`src/inc/fpcls_pkg.sv`:
```
// shared formats, constants and carriers for the fp operand classifier
package fpcls_pkg;
  // field layout of both formats
  localparam int FPCLS_SP_EXP_W = 8;
  localparam int FPCLS_DP_EXP_W = 11;
  localparam int FPCLS_SP_FRAC_W = 23;
  localparam int FPCLS_DP_FRAC_W = 52;
  localparam int FPCLS_SP_SIGN = 31;
  localparam int FPCLS_DP_SIGN = 63;
  localparam int FPCLS_SP_EXP_LO = 23;
  localparam int FPCLS_DP_EXP_LO = 52;
  localparam int FPCLS_FRAC_PAD = FPCLS_DP_FRAC_W - FPCLS_SP_FRAC_W;
  localparam int FPCLS_SIG_W = FPCLS_DP_FRAC_W + 1;
  localparam int FPCLS_EXPU_W = 12;
  // reserved exponent codes
  localparam logic [7:0] FPCLS_SP_EXP_MAX = 8'hFF;
  localparam logic [10:0] FPCLS_DP_EXP_MAX = 11'h7FF;
  // biases and minimum exponents, two's complement at FPCLS_EXPU_W
  localparam logic [11:0] FPCLS_SP_BIAS = 12'h07F;
  localparam logic [11:0] FPCLS_DP_BIAS = 12'h3FF;
  localparam logic [11:0] FPCLS_SP_EMIN = 12'hF82;
  localparam logic [11:0] FPCLS_DP_EMIN = 12'hC02;
  // default quiet nan patterns
  localparam logic [63:0] FPCLS_DP_QNAN = 64'h7FF8000000000000;
  localparam logic [63:0] FPCLS_SP_QNAN = 64'h000000007FC00000;
  localparam logic [63:0] FPCLS_SP_QBIT = 64'h0000000000400000;
  localparam logic [63:0] FPCLS_DP_QBIT = 64'h0008000000000000;

  // operation kinds issued by the pipeline
  typedef enum logic [3:0] {
    FPCLS_OP_ADD = 4'h0,
    FPCLS_OP_SUB = 4'h1,
    FPCLS_OP_MUL = 4'h2,
    FPCLS_OP_DIV = 4'h3,
    FPCLS_OP_MADD = 4'h4,
    FPCLS_OP_MSUB = 4'h5,
    FPCLS_OP_CMPU = 4'h6,
    FPCLS_OP_CMPO = 4'h7,
    FPCLS_OP_RSP = 4'h8,
    FPCLS_OP_CVTI = 4'h9
  } fpcls_op_t;

  // one-hot class plus sign
  typedef struct packed {
    logic sign;
    logic norm;
    logic denorm;
    logic zero;
    logic inf;
    logic snan;
    logic qnan;
  } fpcls_class_t;

  // class with significand and unbiased exponent
  typedef struct packed {
    fpcls_class_t cls;
    logic [FPCLS_EXPU_W-1:0] exp_unb;
    logic [FPCLS_SIG_W-1:0] sig;
  } fpcls_info_t;

  typedef struct packed {
    logic lt;
    logic gt;
    logic eq;
    logic un;
  } fpcls_cmp_t;

  // registered result of one issued operation
  typedef struct packed {
    logic valid;
    logic nan;
    logic [63:0] value;
    logic invalid;
    logic snan_exc;
    logic trap;
    fpcls_cmp_t cmp;
  } fpcls_state_t;
endpackage : fpcls_pkg

```
`src/rtl/fpcls_classify.sv`:
```
`timescale 1ns/100ps
// splits one operand into fields and classifies it
module fpcls_classify
  import fpcls_pkg::*;
(
  input wire logic dbl, // 1: double, 0: single in low word
  input wire logic [63:0] op, // raw operand
  output fpcls_info_t info // class, exponent, significand
);
  logic sign;
  logic [10:0] exp_f;
  logic [51:0] frac;
  logic exp_zero;
  logic exp_max;
  logic frac_zero;
  logic [11:0] exp_ext;

  // field split per precision
  always_comb begin
    if (dbl) begin
      sign = op[FPCLS_DP_SIGN];
      exp_f = op[FPCLS_DP_EXP_LO +: FPCLS_DP_EXP_W];
      frac = op[FPCLS_DP_FRAC_W-1:0];
      exp_zero = (exp_f == '0);
      exp_max = (exp_f == FPCLS_DP_EXP_MAX);
      exp_ext = {1'b0, exp_f} - FPCLS_DP_BIAS;
    end else begin
      sign = op[FPCLS_SP_SIGN];
      exp_f = {3'h0, op[FPCLS_SP_EXP_LO +: FPCLS_SP_EXP_W]};
      frac = {op[FPCLS_SP_FRAC_W-1:0], {FPCLS_FRAC_PAD{1'b0}}};
      exp_zero = (exp_f[7:0] == '0);
      exp_max = (exp_f[7:0] == FPCLS_SP_EXP_MAX);
      exp_ext = {4'h0, exp_f[7:0]} - FPCLS_SP_BIAS;
    end
    frac_zero = (frac == '0);
  end

  // exactly one class bit is set for any pattern
  always_comb begin
    info.cls.sign = sign & ~exp_max | sign & frac_zero;
    info.cls.norm = ~exp_zero & ~exp_max;
    info.cls.zero = exp_zero & frac_zero;
    info.cls.denorm = exp_zero & ~frac_zero;
    info.cls.inf = exp_max & frac_zero;
    info.cls.snan = exp_max & ~frac_zero & ~frac[FPCLS_DP_FRAC_W-1];
    info.cls.qnan = exp_max & ~frac_zero & frac[FPCLS_DP_FRAC_W-1];
    info.sig = {info.cls.norm, frac};
    if (exp_zero) begin
      info.exp_unb = dbl ? FPCLS_DP_EMIN : FPCLS_SP_EMIN;
    end else begin
      info.exp_unb = exp_ext;
    end
  end
endmodule : fpcls_classify

```
`src/rtl/fpcls_nan_pick.sv`:
```
`timescale 1ns/100ps
// priority choice of the nan result, always stored quiet
module fpcls_nan_pick
  import fpcls_pkg::*;
(
  input wire logic dbl, // precision of the result
  input wire logic [63:0] src_a, // first source
  input wire logic [63:0] src_b, // second source
  input wire logic [63:0] src_c, // third source
  input wire logic [2:0] is_nan, // nan and used, per source
  input wire logic gen_qnan, // disabled invalid op
  output logic hit, // a nan result exists
  output logic [63:0] value // chosen quiet nan
);
  logic [63:0] pick;

  // first, second, third source, then the default
  always_comb begin
    hit = 1'b1;
    if (is_nan[0]) begin
      pick = src_a;
    end else if (is_nan[1]) begin
      pick = src_b;
    end else if (is_nan[2]) begin
      pick = src_c;
    end else begin
      pick = dbl ? FPCLS_DP_QNAN : FPCLS_SP_QNAN;
      hit = gen_qnan;
    end
    // quiet bit forced so signaling sources leave quiet
    value = pick | (dbl ? FPCLS_DP_QBIT : FPCLS_SP_QBIT);
    if (!dbl) begin
      value[63:32] = '0;
    end
  end
endmodule : fpcls_nan_pick

```
`src/rtl/fpcls_top.sv`:
```
// Overview of operation
// - exponent strictly inside range: normalized, unit one
// - zero exponent and fraction: signed zero
// - compare treats +0 and -0 as equal
// - zero exponent, nonzero fraction: denormal, minimum exponent
// - max exponent, zero fraction: signed infinity
// - minus infinity lowest, plus infinity highest
// - infinity arithmetic exact except invalid cases
// - max exponent, nonzero fraction: nan, unsigned
// - fraction msb zero signaling, one quiet
// - signaling nan operand raises exception
// - invalid arithmetic with enable clear gives quiet nan
// - quiet nan propagates except compare, round, convert
// - quiet nan raises only ordered compare, convert
// - nan result: first, second, third, then default
// - stored nan always has quiet bit set
// - default nan: sign 0, ones, msb one
// - sign, 8/23 or 11/52 exponent and fraction
`timescale 1ns/100ps
module fpcls_top
  import fpcls_pkg::*;
(
  input wire logic mclk, // 40 MHz pipeline clock
  input wire logic reset, // async, active high
  input wire logic op_valid, // operation issued this cycle
  input wire fpcls_op_t op_kind, // kind of operation
  input wire logic dbl_sel, // 1: double, 0: single
  input wire logic [63:0] first_source_operand, // source a
  input wire logic [63:0] second_source_operand, // source b
  input wire logic [63:0] third_source_operand, // source c
  input wire logic [2:0] src_used, // bit n: source n+1 used
  input wire logic invalid_op_enable, // trap invalid instead of qnan
  output fpcls_info_t first_info, // class of source a
  output fpcls_info_t second_info, // class of source b
  output fpcls_info_t third_info, // class of source c
  output fpcls_cmp_t cmp_now, // a versus b, this cycle
  output logic res_valid, // result fields below are fresh
  output logic res_nan, // result is a nan
  output logic [63:0] res_value, // nan result value
  output logic invalid_flag, // invalid operation seen
  output logic snan_flag, // signaling nan operand seen
  output logic trap_req, // invalid with enable set
  output fpcls_cmp_t cmp_res // registered compare
);
  fpcls_state_t st_q;
  fpcls_state_t st_d;
  fpcls_class_t ca;
  fpcls_class_t cb;
  fpcls_class_t cc;
  logic [2:0] nan_used;
  logic snan_any;
  logic qnan_any;
  logic prop_op;
  logic inf_inv;
  logic qnan_inv;
  logic invalid;
  logic gen_qnan;
  logic nan_hit;
  logic [63:0] nan_value;
  logic prod_inf;
  logic prod_bad;
  logic prod_sign;
  logic [63:0] key_a;
  logic [63:0] key_b;
  logic trap_now;
  logic unordered;

  // ordering key: unsigned compare of keys matches numeric order
  function automatic logic [63:0] fpcls_key(
    input logic [63:0] op,
    input logic dbl,
    input logic is_zero
  );
    logic [62:0] mag;
    logic sgn;
    if (dbl) begin
      mag = op[FPCLS_DP_SIGN-1:0];
      sgn = op[FPCLS_DP_SIGN];
    end else begin
      // single lives in the low word; the upper word is ignored
      mag = {{(FPCLS_DP_SIGN - FPCLS_SP_SIGN){1'b0}}, op[FPCLS_SP_SIGN-1:0]};
      sgn = op[FPCLS_SP_SIGN];
    end
    if (is_zero) begin
      fpcls_key = {1'b1, 63'h0};
    end else if (sgn) begin
      fpcls_key = {1'b0, ~mag};
    end else begin
      fpcls_key = {1'b1, mag};
    end
  endfunction : fpcls_key

  // nan test for one class, either flavour
  function automatic logic fpcls_is_nan(input fpcls_class_t c);
    fpcls_is_nan = c.snan | c.qnan;
  endfunction : fpcls_is_nan

  // two infinities that cancel: add of unlike signs, subtract of like signs
  function automatic logic fpcls_inf_clash(
    input logic x_inf,
    input logic x_sgn,
    input logic y_inf,
    input logic y_sgn,
    input logic do_sub
  );
    logic differ;
    differ = x_sgn ^ y_sgn;
    // subtracting flips the effective sign of the second term
    fpcls_inf_clash = x_inf & y_inf & (differ ^ do_sub);
  endfunction : fpcls_inf_clash

  // zero times infinity has no value
  function automatic logic fpcls_zero_inf(input fpcls_class_t x, input fpcls_class_t y);
    fpcls_zero_inf = (x.inf & y.zero) | (x.zero & y.inf);
  endfunction : fpcls_zero_inf

  // three identical classifiers, one per source
  fpcls_classify u_cls_a (
    .dbl(dbl_sel),
    .op(first_source_operand),
    .info(first_info)
  );
  fpcls_classify u_cls_b (
    .dbl(dbl_sel),
    .op(second_source_operand),
    .info(second_info)
  );
  fpcls_classify u_cls_c (
    .dbl(dbl_sel),
    .op(third_source_operand),
    .info(third_info)
  );

  assign ca = first_info.cls;
  assign cb = second_info.cls;
  assign cc = third_info.cls;

  // unused sources never count toward nan choice
  assign nan_used[0] = src_used[0] & fpcls_is_nan(ca);
  assign nan_used[1] = src_used[1] & fpcls_is_nan(cb);
  assign nan_used[2] = src_used[2] & fpcls_is_nan(cc);
  assign snan_any = |(src_used & {cc.snan, cb.snan, ca.snan});
  assign qnan_any = |(src_used & {cc.qnan, cb.qnan, ca.qnan});

  // a against b; keys only valid when neither is a nan
  assign key_a = fpcls_key(first_source_operand, dbl_sel, ca.zero);
  assign key_b = fpcls_key(second_source_operand, dbl_sel, cb.zero);
  // a nan on either side leaves the pair unordered
  assign unordered = fpcls_is_nan(ca) | fpcls_is_nan(cb);
  always_comb begin
    cmp_now.un = unordered;
    cmp_now.eq = ~cmp_now.un & (key_a == key_b);
    cmp_now.lt = ~cmp_now.un & (key_a < key_b);
    cmp_now.gt = ~cmp_now.un & (key_a > key_b);
  end

  // product a*c for multiply and fused forms
  assign prod_bad = fpcls_zero_inf(ca, cc);
  assign prod_inf = (ca.inf | cc.inf) & ~prod_bad;
  assign prod_sign = ca.sign ^ cc.sign;

  // infinity and zero-over-zero cases that are invalid; all others stay exact
  always_comb begin
    inf_inv = 1'b0;
    case (op_kind)
      FPCLS_OP_ADD: begin
        inf_inv = fpcls_inf_clash(ca.inf, ca.sign, cb.inf, cb.sign, 1'b0);
      end
      FPCLS_OP_SUB: begin
        inf_inv = fpcls_inf_clash(ca.inf, ca.sign, cb.inf, cb.sign, 1'b1);
      end
      FPCLS_OP_MUL: begin
        inf_inv = prod_bad;
      end
      FPCLS_OP_DIV: begin
        inf_inv = (ca.inf & cb.inf) | (ca.zero & cb.zero);
      end
      FPCLS_OP_MADD: begin
        inf_inv = prod_bad | fpcls_inf_clash(prod_inf, prod_sign, cb.inf, cb.sign, 1'b0);
      end
      FPCLS_OP_MSUB: begin
        inf_inv = prod_bad | fpcls_inf_clash(prod_inf, prod_sign, cb.inf, cb.sign, 1'b1);
      end
      FPCLS_OP_CVTI: begin
        // an infinite source has no integer image
        inf_inv = cb.inf;
      end
      default: inf_inv = 1'b0;
    endcase
  end

  // quiet nans only trouble ordered compares and conversions
  always_comb begin
    case (op_kind)
      FPCLS_OP_CMPO: qnan_inv = qnan_any;
      FPCLS_OP_CVTI: qnan_inv = qnan_any;
      default: qnan_inv = 1'b0;
    endcase
  end

  // only arithmetic kinds carry a nan through to the result
  always_comb begin
    case (op_kind)
      FPCLS_OP_CMPU: prop_op = 1'b0;
      FPCLS_OP_CMPO: prop_op = 1'b0;
      FPCLS_OP_RSP: prop_op = 1'b0;
      FPCLS_OP_CVTI: prop_op = 1'b0;
      default: prop_op = 1'b1;
    endcase
  end

  assign invalid = snan_any | inf_inv | qnan_inv;
  // enabled invalid traps instead of writing a result
  assign trap_now = invalid & invalid_op_enable;
  // a trap suppresses the result, so no default nan then
  assign gen_qnan = invalid & ~invalid_op_enable & prop_op;

  fpcls_nan_pick u_pick (
    .dbl(dbl_sel),
    .src_a(first_source_operand),
    .src_b(second_source_operand),
    .src_c(third_source_operand),
    .is_nan(nan_used),
    .gen_qnan(gen_qnan),
    .hit(nan_hit),
    .value(nan_value)
  );

  // next state: capture one issued operation per cycle
  always_comb begin
    st_d = st_q;
    st_d.valid = op_valid;
    if (op_valid) begin
      st_d.invalid = invalid;
      st_d.snan_exc = snan_any;
      st_d.trap = trap_now;
      st_d.nan = nan_hit & prop_op & ~trap_now;
      st_d.value = st_d.nan ? nan_value : '0;
      st_d.cmp = cmp_now;
    end else begin
      // flags are one-cycle pulses tied to valid
      st_d.invalid = 1'b0;
      st_d.snan_exc = 1'b0;
      st_d.trap = 1'b0;
    end
  end

  // single state register
  always_ff @(posedge mclk or posedge reset) begin
    if (reset) begin
      st_q <= '0;
    end else begin
      st_q <= st_d;
    end
  end

  // all registered outputs come straight from the state
  assign res_valid = st_q.valid;
  assign res_nan = st_q.nan;
  assign res_value = st_q.value;
  assign invalid_flag = st_q.invalid;
  assign snan_flag = st_q.snan_exc;
  assign trap_req = st_q.trap;
  assign cmp_res = st_q.cmp;
endmodule : fpcls_top

```
`config.mk`:
```
export PLATFORM = sky130hd
export DESIGN_NAME = fpcls_top
export DESIGN_NICKNAME = d
export VERILOG_FILES = /design/src/inc/fpcls_pkg.sv /design/src/rtl/fpcls_classify.sv /design/src/rtl/fpcls_nan_pick.sv /design/src/rtl/fpcls_top.sv
export SDC_FILE = /design/constraint.sdc
export NUM_CORES = 1
export LEC_CHECK = 0
export BUFFER_PORTS_ARGS = -buffer_cell sky130_fd_sc_hd__clkbuf_2
export CAP_MARGIN = 5
export CORE_AREA = 2 2 193 195
export CTS_BUF_LIST = sky130_fd_sc_hd__clkbuf_8
export DETAILED_ROUTE_END_ITERATION = 7
export DIE_AREA = 0 0 195 197
export PLACE_DENSITY_LB_ADDON = 0.3
export SETUP_SLACK_MARGIN = 0.5
export SLEW_MARGIN = 10
export SYNTH_ARGS = -nofsm -noshare
export SYNTH_HDL_FRONTEND = slang
export SYNTH_SLANG_ARGS = --single-unit
```
`constraint.sdc`:
```
create_clock -name mclk -period 14.4 [get_ports mclk]
set_input_delay 4.32 -clock mclk [delete_from_list [all_inputs] [get_ports mclk]]
set_output_delay 4.32 -clock mclk [all_outputs]
set_load 0.01 [all_outputs]
```
==> metrics.md, run 1 <==
| Metric | Value |
|---|---|
| R2r startpoint | `cmp_res[1]` |
| Final setup TNS | `0 ns` |
| Crit. Startpoint | `first_source_operand[12]` |
| Slew @ Worst Pin | `0.963 ns` |
| # nets final | `2237` |
| Final setup vio count | `0` |
| Area of the core | `36300 µm²` |
| Fmax | `74.6 MHz` |
| Crit start category | `primary input` |
| Critical path class | `in -> out` |
| Unrepaired setup endpoints after global routing | `no` |
| Top cells by area, synth | `dfrtp_1 (16%), ha_1 (8.3%), xnor2_1 (6.8%), mux2_2 (6.6%), nand3_1 (5.6%)` |
| IO buf count | `496` |
| Max cap viols | `0` |
| Post-cts hold buffer count | `0` |
| Arrival time worst endpoint | `9.08 ns` |
| Antenna-violating nets left | `0` |
| DRT iter0 DRCs | `1703` |
| CP endpoint kind | `output port` |
| Worst-path maximum fanout | `23` |
| Post-synth EDFFs | `0` |
| Largest net degree at the start of global routing | `99` |
| Outcome | `complete, no violations` |
| Placed cells | `2414` |
| DP HPWL | `52.1 mm` |
| Reg2reg end | `cmp_res[1]` |
| Avg WL per Cell | `27.3 µm` |
| Mapped Area | `11400 µm²` |
| Seq cells post-synth | `73` |
| Final hold violation count | `0` |
| Synthesis warning total | `0` |
| Share of cells above drive strength 1 | `32.2%` |
| Relative slew slack | `35.6%` |
| Clock Pin Slew Worst Setup and Hold Paths | `0.08 ns` |
| R2R depth | `1` |
| Share of Yosys cell area claimed by the top area cell type | `16.0%` |
| Die height | `197 µm` |
| Syn_nets | `1844` |
| Number of global-route vias before repair | `13434` |
| Slew Viols, Final | `0` |
| Crit path time final | `13.40 ns` |
| Inserted Clock Buffers | `9` |
| Min-Delay Path Depth | `1` |
| # H-tree levels | `3` |
| Top_reg_cell synth | `dfrtp_1` |
| Crit path required time | `10.08 ns` |
| Min-delay src | `cmp_res[0]` |
| Post-CTS sizing | `0` |
| I/O pin cnt | `497` |
| GR Util All Layers | `33.0%` |
| Syn-to-layout area delta | `25.9%` |
| Initial antenna violation count | `3` |
| Drt total wl | `66.5 mm` |
| First-pass GRT wire length | `93.2 mm` |
| Syn Area/Cell | `7.30 µm²` |
| CTS root buf | `clkbuf_8` |
| Sequential area share after synthesis | `16.0%` |
| Cells after synthesis | `1564` |
| Setup bufs post-CTS | `0` |
| Hold EP | `cmp_res[0]` |
| HP Class | `reg -> reg` |
| Total number of vias | `14538` |
| Worst skew pair latency | `0.35 ns` |
| Distinct cells, synth | `74` |
| Rows | `70` |
| Area of the multi-input gates | `8900 µm²` |
| Global route overflow | `0` |
| Clk sinks | `73` |
| Gpl congestion | `0.977` |
| Post-Layout Cell Count | `2431` |
| DR pass1 iterations | `5` |
| Setup slack, reg-to-reg | `13.65 ns` |
| Post-synth ARST share | `100%` |
| Initial Util | `31.5%` |
| Max Buffers Root-to-Sink | `2` |
| Chip width | `195 µm` |
| Die area | `38400 µm²` |
| Synth area leader | `dfrtp_1` |
| Tcrit/Tclk final | `93.1%` |
| Leakage | `6.87 nW` |
| DRC violations left | `0` |
| PwrDens | `54.6 nW/µm²` |
| Peak VDD IR | `0.0666 mV` |
| Clock skew | `0 ns` |
| Avg Vias per Cell | `5.98` |
| Fill cell count | `3918` |
| CTS tree | `yes` |
| Register area | `1830 µm²` |
synth_stat cells, types with 4 or more instances:
library cell and count:
o21ai_0 50, nor3_1 23, nor2b_1 9, dfrtp_1 73
or4_1 6, or2_2 4, inv_1 33, mux2_2 67
a31oi_1 31, a311oi_1 30, xnor2_1 89, nand4_1 38
and3_1 9, and4_1 9, nor4b_1 9, buf_2 12
clkbuf_1 108, buf_4 5, o2bb2ai_1 65, nor3b_1 4
nor4_1 32, ha_1 76, buf_1 14, a211oi_1 11
nand3_1 127, o211ai_1 30, mux2i_1 6, o21a_1 6
nand2_1 159, and2_1 92, nand2b_1 4, o21ai_1 4
a21oi_1 103, nor2_1 103, a21o_1 29, a22oi_1 4
buf_6 5, or3_1 10, xor2_1 20
power breakdown:
| part | switching [W] | internal (W) | total, W |
|---|---|---|---|
| clock network | 0.0000826 | 0.0000621 | 0.000145 |
| registers | 0.000000916 | 0.000206 | 0.000207 |
| logic | 0.000269 | 0.000165 | 0.000434 |
| total | 0.000353 | 0.000433 | 0.000786 |
final cells by class:
type | count | share of cell area, %
Clock inverter | 6 | 0.313
Tap cell | 468 | 4.07
Timing Repair Buffer | 528 | 19.2
Multi-Input combinational cell | 1310 | 61.9
Inverter | 35 | 0.923
Antenna cell | 2 | 0.0348
Clock buffer | 9 | 0.862
Sequential cell | 73 | 12.7
placed cells by master, fill, tap and decap left out, drive strengths merged, types with 4 or more instances in the layout:
master	count
clkbuf	504
nand2	159
nand3	127
nor2	103
a21oi	103
and2	92
xnor2	89
ha	76
dfrtp	73
mux2	67
o2bb2ai	65
o21ai	55
nand4	38
inv	34
nor4	34
buf	33
a31oi	31
o211ai	30
a311oi	30
a21o	29
nor3	23
xor2	20
a211oi	14
or3	10
nor4b	10
and4	9
and3	9
nor2b	9
or4	8
o21a	6
mux2i	6
or2	5
nand2b	4
a22oi	4
nor3b	4
clkinv	4
critical path, stage by stage:
cell and delay, ns:
clkbuf_2 0.13, nor4_1 0.44, nand4_1 0.32, nor4_1 0.45, o21ai_1 0.09, buf_4 0.22
nor2b_4 0.15, buf_4 0.29, a311oi_1 0.09, ha_1 0.36, a21o_1 0.18, a21o_1 0.16
a21o_1 0.17, a21o_1 0.17, a21o_1 0.16, a21o_1 0.17, a221oi_1 0.35, o211ai_1 0.42
nor2_1 0.25, clkbuf_2 0.17
state kept, by name, indices dropped and copies added (netlist names):
name	count
res_valid	1
snan_flag	1
res_nan	1
res_value	64
trap_req	1
cmp_res	4
invalid_flag	1
per-layer routing:
metal  global-route usage [%]  vias up  wire length, µm
li1                         -     6539                -
met1                     44.6     6940            27600
met2                     50.4      938            28900
met3                     8.37      121             7400
met4                     12.4        0             2540
met5                        0        -                0
through the flow:
| stage | setup slack (ns) | cell area, µm² | total power [W] | hold WS (ns) | util, % |
|---|---|---|---|---|---|
| floorplan | 1.83 | 11400 | 0.000451 | 0.516 | - |
| global placement | 0.982 | 14200 | 0.000636 | 0.470 | 39.2 |
| detailed placement | 1.06 | 14200 | 0.000637 | 0.472 | 39.2 |
| CTS | 1.03 | 14400 | 0.000782 | 0.493 | 39.6 |
| global route | 0.771 | 14400 | 0.000831 | 0.515 | 39.6 |
| finish | 1.00 | 14400 | 0.000786 | 0.493 | 39.6 |
worst max path at each step:
stage / cells past startpoint / to
floorplan: 16 / cmp_now[1]
global placement: 19 / cmp_now[1]
detailed placement: 19 / cmp_now[3]
CTS: 19 / cmp_now[1]
global route: 20 / cmp_now[3]
finish: 20 / cmp_now[3]
cell families (layout without fill, tap and decap cells):
logic type	count (synthesis)	count (layout)	share of synthesized area (%)
flip-flops	73	73	16.0
adder cells (fa/ha/maj)	76	76	8.33
AO/OA/AOI/OAI	399	399	24.1
multiplexers	73	73	7.14
other	0	2	0
XOR/XNOR	110	110	8.56
AND/OR/NAND/NOR	652	652	29.3
buffers and inverters	181	578	6.60
(Power assumes the default switching activity.)
==> run 2, diff against run 1 <==
- CAP_MARGIN: 5 -> 20
- RECOVER_POWER: unset -> 100
==> run 2 against run 1 <==
Effect of this change:
- combinational power decreased by 2%
- setup slack lost 0.38 ns
- sequential share of layout area grew 0.32 points
- power shrank 1.1%
- first-iteration DRC count is 0.70% higher
- critical path type unchanged
- die area unchanged
- sequential power hardly changed
- cell count barely moved
- the run now ends with capacitance limit, slew limit left
- highest routed layer is now met5
- hold slack lost 0.0033 ns
- via count is 0.64% higher
- clock skew did not move
==> metrics.md, run 2 (same netlist as run 1, synthesis figures left out) <==
| Metric | Value |
|---|---|
| Buf/Inv on CP | `4 (unchanged)` |
| Initial antenna violation count | `5 (was 3)` |
| Crit path time final | `13.78 ns (was 13.40 ns)` |
| Worst-path maximum fanout | `52 (was 23)` |
| HP Class | `reg -> reg (unchanged)` |
| Fmax | `72.6 MHz (was 74.6 MHz)` |
| Area of the core | `36300 µm² (unchanged)` |
| CP endpoint kind | `output port (unchanged)` |
| Max FFs per register | `64 (unchanged)` |
| CP peak stage delay | `0.83 ns (was 0.45 ns)` |
| Crit path required time | `10.08 ns (about the same)` |
| Outcome | `complete, but fails checks (was complete, no violations)` |
| IO buf count | `496 (unchanged)` |
| Chip width | `195 µm (unchanged)` |
| Crit start category | `primary input (unchanged)` |
| Top Family by Delay on Critical Path | `compound AO/OA/AOI/OAI gates (unchanged)` |
| Arrival time worst endpoint | `9.46 ns (was 9.08 ns)` |
| Avg WL per Cell | `27.4 µm (was 27.3 µm)` |
| I/O pin cnt | `497 (unchanged)` |
| DRC violations left | `0 (unchanged)` |
| Antenna-violating nets left | `0 (unchanged)` |
| Clock Pin Slew Worst Setup and Hold Paths | `0.08 ns (about the same)` |
| Violated checks | `capacitance limit, slew limit` |
| # H-tree levels | `3 (unchanged)` |
| PwrDens | `55.4 nW/µm² (was 54.6 nW/µm²)` |
| Slowest-stage cell, CP | `nor4_1 (unchanged)` |
| CTS tree | `yes (unchanged)` |
| Post-cts hold buffer count | `0 (unchanged)` |
| Setup bufs post-CTS | `0 (unchanged)` |
| Max cap viols | `3 (was 0)` |
| Worst skew pair latency | `0.34 ns (was 0.35 ns)` |
| Global route overflow | `0 (unchanged)` |
| CTS root buf | `clkbuf_8 (unchanged)` |
| Final setup TNS | `0 ns (unchanged)` |
| Tcrit/Tclk final | `95.7% (was 93.1%)` |
| Number of global-route vias before repair | `13434 (unchanged)` |
| Crit path cell chain | `clkbuf_1 > nor4_1 > nand2b_1 > o41ai_1 > buf_4 > nand3_2 > buf_12 > nand2_1 > ha_1 > a21o_1 > a21o_1 > a21oi_1 > o21ai_0 > a21oi_1 > o221ai_1 > a221oi_1 > o211ai_1 > nor2_1 > clkbuf_1 (was clkbuf_2 > nor4_1 > nand4_1 > nor4_1 > o21ai_1 > buf_4 > nor2b_4 > buf_4 > a311oi_1 > ha_1 > a21o_1 > a21o_1 > a21o_1 > a21o_1 > a21o_1 > a21o_1 > a221oi_1 > o211ai_1 > nor2_1 > clkbuf_2)` |
| Slew Viols, Final | `210 (was 0)` |
| Post-CTS sizing | `0 (unchanged)` |
| Highest-count cells in the layout ignoring fill and taps | `clkbuf_2 (263), clkbuf_1 (237), nand2_1 (159), nand3_1 (126) (was clkbuf_2 (495), nand2_1 (159), nand3_1 (126), nor2_1 (103), a21oi_1 (103))` |
| Post-Layout Cell Count | `2430 (was 2431)` |
| Gpl congestion | `0.977 (unchanged)` |
| DRT iter0 DRCs | `1715 (was 1703)` |
| Drt total wl | `66.6 mm (was 66.5 mm)` |
| GR Util All Layers | `33.0% (unchanged)` |
| Leakage | `6.07 nW (was 6.87 nW)` |
| Die height | `197 µm (unchanged)` |
| Peak VDD IR | `0.0629 mV (was 0.0666 mV)` |
| First-pass GRT wire length | `93.2 mm (unchanged)` |
| Syn-to-layout area delta | `22.9% (was 25.9%)` |
| Rows | `70 (unchanged)` |
| Final hold violation count | `0 (unchanged)` |
| DP HPWL | `52.1 mm (unchanged)` |
| Avg Vias per Cell | `6.02 (was 5.98)` |
| Unrepaired setup endpoints after global routing | `no (unchanged)` |
| Die area | `38400 µm² (unchanged)` |
| Most common cell after layout, fill and taps aside | `clkbuf_2 (unchanged)` |
| Share of cells above drive strength 1 | `19.3% (was 32.2%)` |
| Critical path class | `in -> out (unchanged)` |
| Placed cells | `2414 (unchanged)` |
| Final setup vio count | `0 (unchanged)` |
| DR pass1 iterations | `7 (was 5)` |
| Total number of vias | `14631 (was 14538)` |
| Fill cell count | `4053 (was 3918)` |
| Max Buffers Root-to-Sink | `2 (unchanged)` |
| Slew @ Worst Pin | `3.99 ns (was 0.963 ns)` |
| Inserted Clock Buffers | `9 (unchanged)` |
| Largest net degree at the start of global routing | `99 (unchanged)` |
| Initial Util | `31.5% (unchanged)` |
| Relative slew slack | `-166% (was 35.6%)` |
| Clock skew | `0 ns (unchanged)` |
| # nets final | `2237 (unchanged)` |
| Clk sinks | `73 (unchanged)` |
run 2: stage by stage:
| step | area (µm²) | utilization [%] | hold slack (ns) | setup slack, ns | power [W] |
|---|---|---|---|---|---|
| 5_1_grt | 14000 | 38.7 | 0.508 | 0.401 | 0.000822 |
| 3_5_place_dp | 14200 | 39.2 | 0.472 | 1.06 | 0.000637 |
| 4_1_cts | 14400 | 39.6 | 0.493 | 1.03 | 0.000782 |
| 6_report | 14000 | 38.7 | 0.490 | 0.618 | 0.000777 |
| 2_1_floorplan | 11400 | - | 0.516 | 1.83 | 0.000451 |
| 3_3_place_gp | 14200 | 39.2 | 0.470 | 0.982 | 0.000636 |
run 2: per-layer routing:
metal | vias up | routed length [µm] | track usage [%]
li1 | 6525 | - | -
met1 | 7025 | 27400 | 44.6
met2 | 948 | 29000 | 50.4
met3 | 131 | 7530 | 8.37
met4 | 2 | 2720 | 12.4
met5 | - | 15 | 0
run 2: cell type report:
type                       instances  area, µm²  share of cell area [%]
antenna                            1       2.50                  0.0178
clock buffer                       9        124                   0.883
clock inverter                     6       45.0                   0.321
inverter                          35        133                   0.945
multi-input combinational       1310       8860                    63.2
sequential                        73       1830                    13.0
tap                              468        586                    4.17
timing repair buffer             528       2450                    17.5
run 2: power by group:
part           switching (W)  internal, W
registers        0.000000885     0.000206
clock network      0.0000827    0.0000621
logic               0.000269     0.000156
run 2: final timing paths:
check	endpoint	slack, ns	startpoint	cells past startpoint
max	cmp_now[3]	0.62	second_source_operand[27]	19
min	cmp_res[0]	0.49	cmp_res[0]	1
max reg2reg	res_value[7]	13.63	res_value[7]	1
min reg2reg	cmp_res[0]	0.49	cmp_res[0]	1
max in group asynchronous	res_value[7]	6.65	reset	3
min in group asynchronous	res_value[58]	5.52	reset	3
==> run 3, diff against run 2 <==
- RECOVER_POWER: 100 -> 25
==> run 3 against run 2 <==
Effect of this change:
- the run still ends with capacitance limit, slew limit left
- sequential power is essentially flat
- cell count about the same
- routed wire length down 0.19%
- die area unchanged
- via count shrank 0.23%
- first-iteration DRC count is 2.5% higher
- hold slack about the same
- utilization grew 0.82 points
- count of clock-buffer cells in the layout unchanged
- power rose by 0.98%
- critical path type unchanged
- critical endpoint unchanged
- largest cell class unchanged
==> metrics.md, run 3 (same netlist as run 1, synthesis figures left out) <==
| Metric | Value |
|---|---|
| # H-tree levels | `3 (unchanged)` |
| Arrival time worst endpoint | `9.13 ns (was 9.46 ns)` |
| Largest net degree at the start of global routing | `99 (unchanged)` |
| Max cap viols | `1 (was 3)` |
| Slew Viols, Final | `74 (was 210)` |
| Worst path most repeated cell | `a21o_1` |
| Crit start category | `primary input (unchanged)` |
| Antenna-violating nets left | `0 (unchanged)` |
| Die area | `38400 µm² (unchanged)` |
| IO buf count | `496 (unchanged)` |
| PwrDens | `54.8 nW/µm² (was 55.4 nW/µm²)` |
| Buf/Inv on CP | `4 (unchanged)` |
| Drt total wl | `66.5 mm (was 66.6 mm)` |
| # nets final | `2237 (unchanged)` |
| First-pass GRT wire length | `93.2 mm (unchanged)` |
| Top Family by Delay on Critical Path | `compound AO/OA/AOI/OAI gates (unchanged)` |
| Crit path cell chain | `clkbuf_2 > nor4_1 > nand4_1 > nor4_1 > o21ai_1 > buf_4 > nor2b_4 > buf_4 > a311oi_1 > ha_1 > a21o_1 > a21o_1 > a21o_1 > a21o_1 > a21o_1 > a21o_1 > a221oi_1 > o211ai_1 > nor2_1 > clkbuf_2 (was clkbuf_1 > nor4_1 > nand2b_1 > o41ai_1 > buf_4 > nand3_2 > buf_12 > nand2_1 > ha_1 > a21o_1 > a21o_1 > a21oi_1 > o21ai_0 > a21oi_1 > o221ai_1 > a221oi_1 > o211ai_1 > nor2_1 > clkbuf_1)` |
| Peak VDD IR | `0.0673 mV (was 0.0629 mV)` |
| GR Util All Layers | `33.0% (unchanged)` |
| Clock Pin Slew Worst Setup and Hold Paths | `0.08 ns (about the same)` |
| CP peak stage delay | `0.45 ns (was 0.83 ns)` |
| Max Buffers Root-to-Sink | `2 (unchanged)` |
| Post-cts hold buffer count | `0 (unchanged)` |
| Chip width | `195 µm (unchanged)` |
| Setup bufs post-CTS | `0 (unchanged)` |
| Area of the core | `36300 µm² (unchanged)` |
| Tcrit/Tclk final | `93.4% (was 95.7%)` |
| Share of cells above drive strength 1 | `30.3% (was 19.3%)` |
| Number of global-route vias before repair | `13434 (unchanged)` |
| Avg Vias per Cell | `6.00 (was 6.02)` |
| Worst-path maximum fanout | `23 (was 52)` |
| Crit path time final | `13.45 ns (was 13.78 ns)` |
| DRC violations left | `0 (unchanged)` |
| Fmax | `74.4 MHz (was 72.6 MHz)` |
| Worst skew pair latency | `0.35 ns (was 0.34 ns)` |
| Initial antenna violation count | `3 (was 5)` |
| Avg WL per Cell | `27.4 µm (about the same)` |
| Final setup TNS | `0 ns (unchanged)` |
| Relative slew slack | `-163% (was -166%)` |
| Clock skew | `0 ns (unchanged)` |
| HP Class | `reg -> reg (unchanged)` |
| Leakage | `6.74 nW (was 6.07 nW)` |
| Slowest-stage cell, CP | `nor4_1 (unchanged)` |
| Initial Util | `31.5% (unchanged)` |
| CTS tree | `yes (unchanged)` |
| Outcome | `complete, but fails checks (unchanged)` |
| Final setup vio count | `0 (unchanged)` |
| Clk sinks | `73 (unchanged)` |
| Die height | `197 µm (unchanged)` |
| Violated checks | `capacitance limit, slew limit (unchanged)` |
| I/O pin cnt | `497 (unchanged)` |
| Rows | `70 (unchanged)` |
| DP HPWL | `52.1 mm (unchanged)` |
| Most common cell after layout, fill and taps aside | `clkbuf_2 (unchanged)` |
| Fill cell count | `3946 (was 4053)` |
| Inserted Clock Buffers | `9 (unchanged)` |
| Unrepaired setup endpoints after global routing | `no (unchanged)` |
| Gpl congestion | `0.977 (unchanged)` |
| Global route overflow | `0 (unchanged)` |
| Highest-count cells in the layout ignoring fill and taps | `clkbuf_2 (459), nand2_1 (159), nand3_1 (126), nor2_1 (103), a21oi_1 (103) (was clkbuf_2 (263), clkbuf_1 (237), nand2_1 (159), nand3_1 (126))` |
| Slew @ Worst Pin | `3.95 ns (was 3.99 ns)` |
| Total number of vias | `14597 (was 14631)` |
| Hold Slack | `0.490 ns (about the same)` |
| Crit path required time | `10.08 ns (about the same)` |
| CP endpoint kind | `output port (unchanged)` |
| CTS root buf | `clkbuf_8 (unchanged)` |
| Final hold violation count | `0 (unchanged)` |
| Syn-to-layout area delta | `25.5% (was 22.9%)` |
| Post-CTS sizing | `0 (unchanged)` |
| DRT iter0 DRCs | `1758 (was 1715)` |
| DR pass1 iterations | `6 (was 7)` |
| Max FFs per register | `64 (unchanged)` |
| Critical path class | `in -> out (unchanged)` |
[run 3: changes by cell type in the layout (fill, tap and decap cells not counted), moves of 4 or more]
| cell | previous run | this run |
|---|---|---|
| and2_0 | 41 | 0 |
| clkbuf_2 | 263 | 459 |
| mux2_2 | 58 | 67 |
| mux2_1 | 9 | 0 |
| buf_4 | 25 | 29 |
| clkbuf_1 | 237 | 37 |
| and2_1 | 51 | 92 |
[run 3: metrics by stage]
step	setup slack (ns)	utilization, %	power (W)	std cells	instance area, µm²
after CTS	1.03	39.6	0.000782	2429	14400
after detailed placement	1.06	39.2	0.000637	2414	14200
after floorplan	1.83	-	0.000451	1564	11400
final	0.950	39.5	0.000785	2431	14300
after global placement	0.982	39.2	0.000636	2414	14200
after global routing	0.771	39.5	0.000831	2429	14300
[run 3: final timing paths]
path,to,cells past startpoint,slack (ns),from
max,cmp_now[3],20,0.95,first_source_operand[22]
min in group asynchronous,res_value[61],3,5.50,reset
max in group asynchronous,res_value[7],3,6.69,reset
min reg2reg,cmp_res[0],1,0.49,cmp_res[0]
max reg2reg,cmp_res[1],1,13.65,cmp_res[1]
min,cmp_res[0],1,0.49,cmp_res[0]
[run 3: cell type report]
type / instances / area, µm² / share of cell area, %
tap: 468 / 586 / 4.09
antenna: 2 / 5.00 / 0.0349
multi-input combinational: 1310 / 8900 / 62.1
inverter: 35 / 133 / 0.926
clock inverter: 6 / 45.0 / 0.314
timing repair buffer: 528 / 2710 / 18.9
sequential: 73 / 1830 / 12.7
clock buffer: 9 / 124 / 0.865
[run 3: power breakdown]
part           total, W  internal (W)  switching, W  leakage (nW)
Clock          0.000144     0.0000620     0.0000821        0.0777
Sequential     0.000207      0.000206   0.000000892          1.01
Combinational  0.000434      0.000164      0.000269          5.65
Total          0.000785      0.000433      0.000352          6.74
[run 3: routing by layer]
metal	up-vias	share of wire [%]	GRT usage [%]
li1	6531	-	-
met1	6990	42	44.6
met2	950	44	50.4
met3	126	11	8.37
met4	0	3.9	12.4
met5	-	0	0
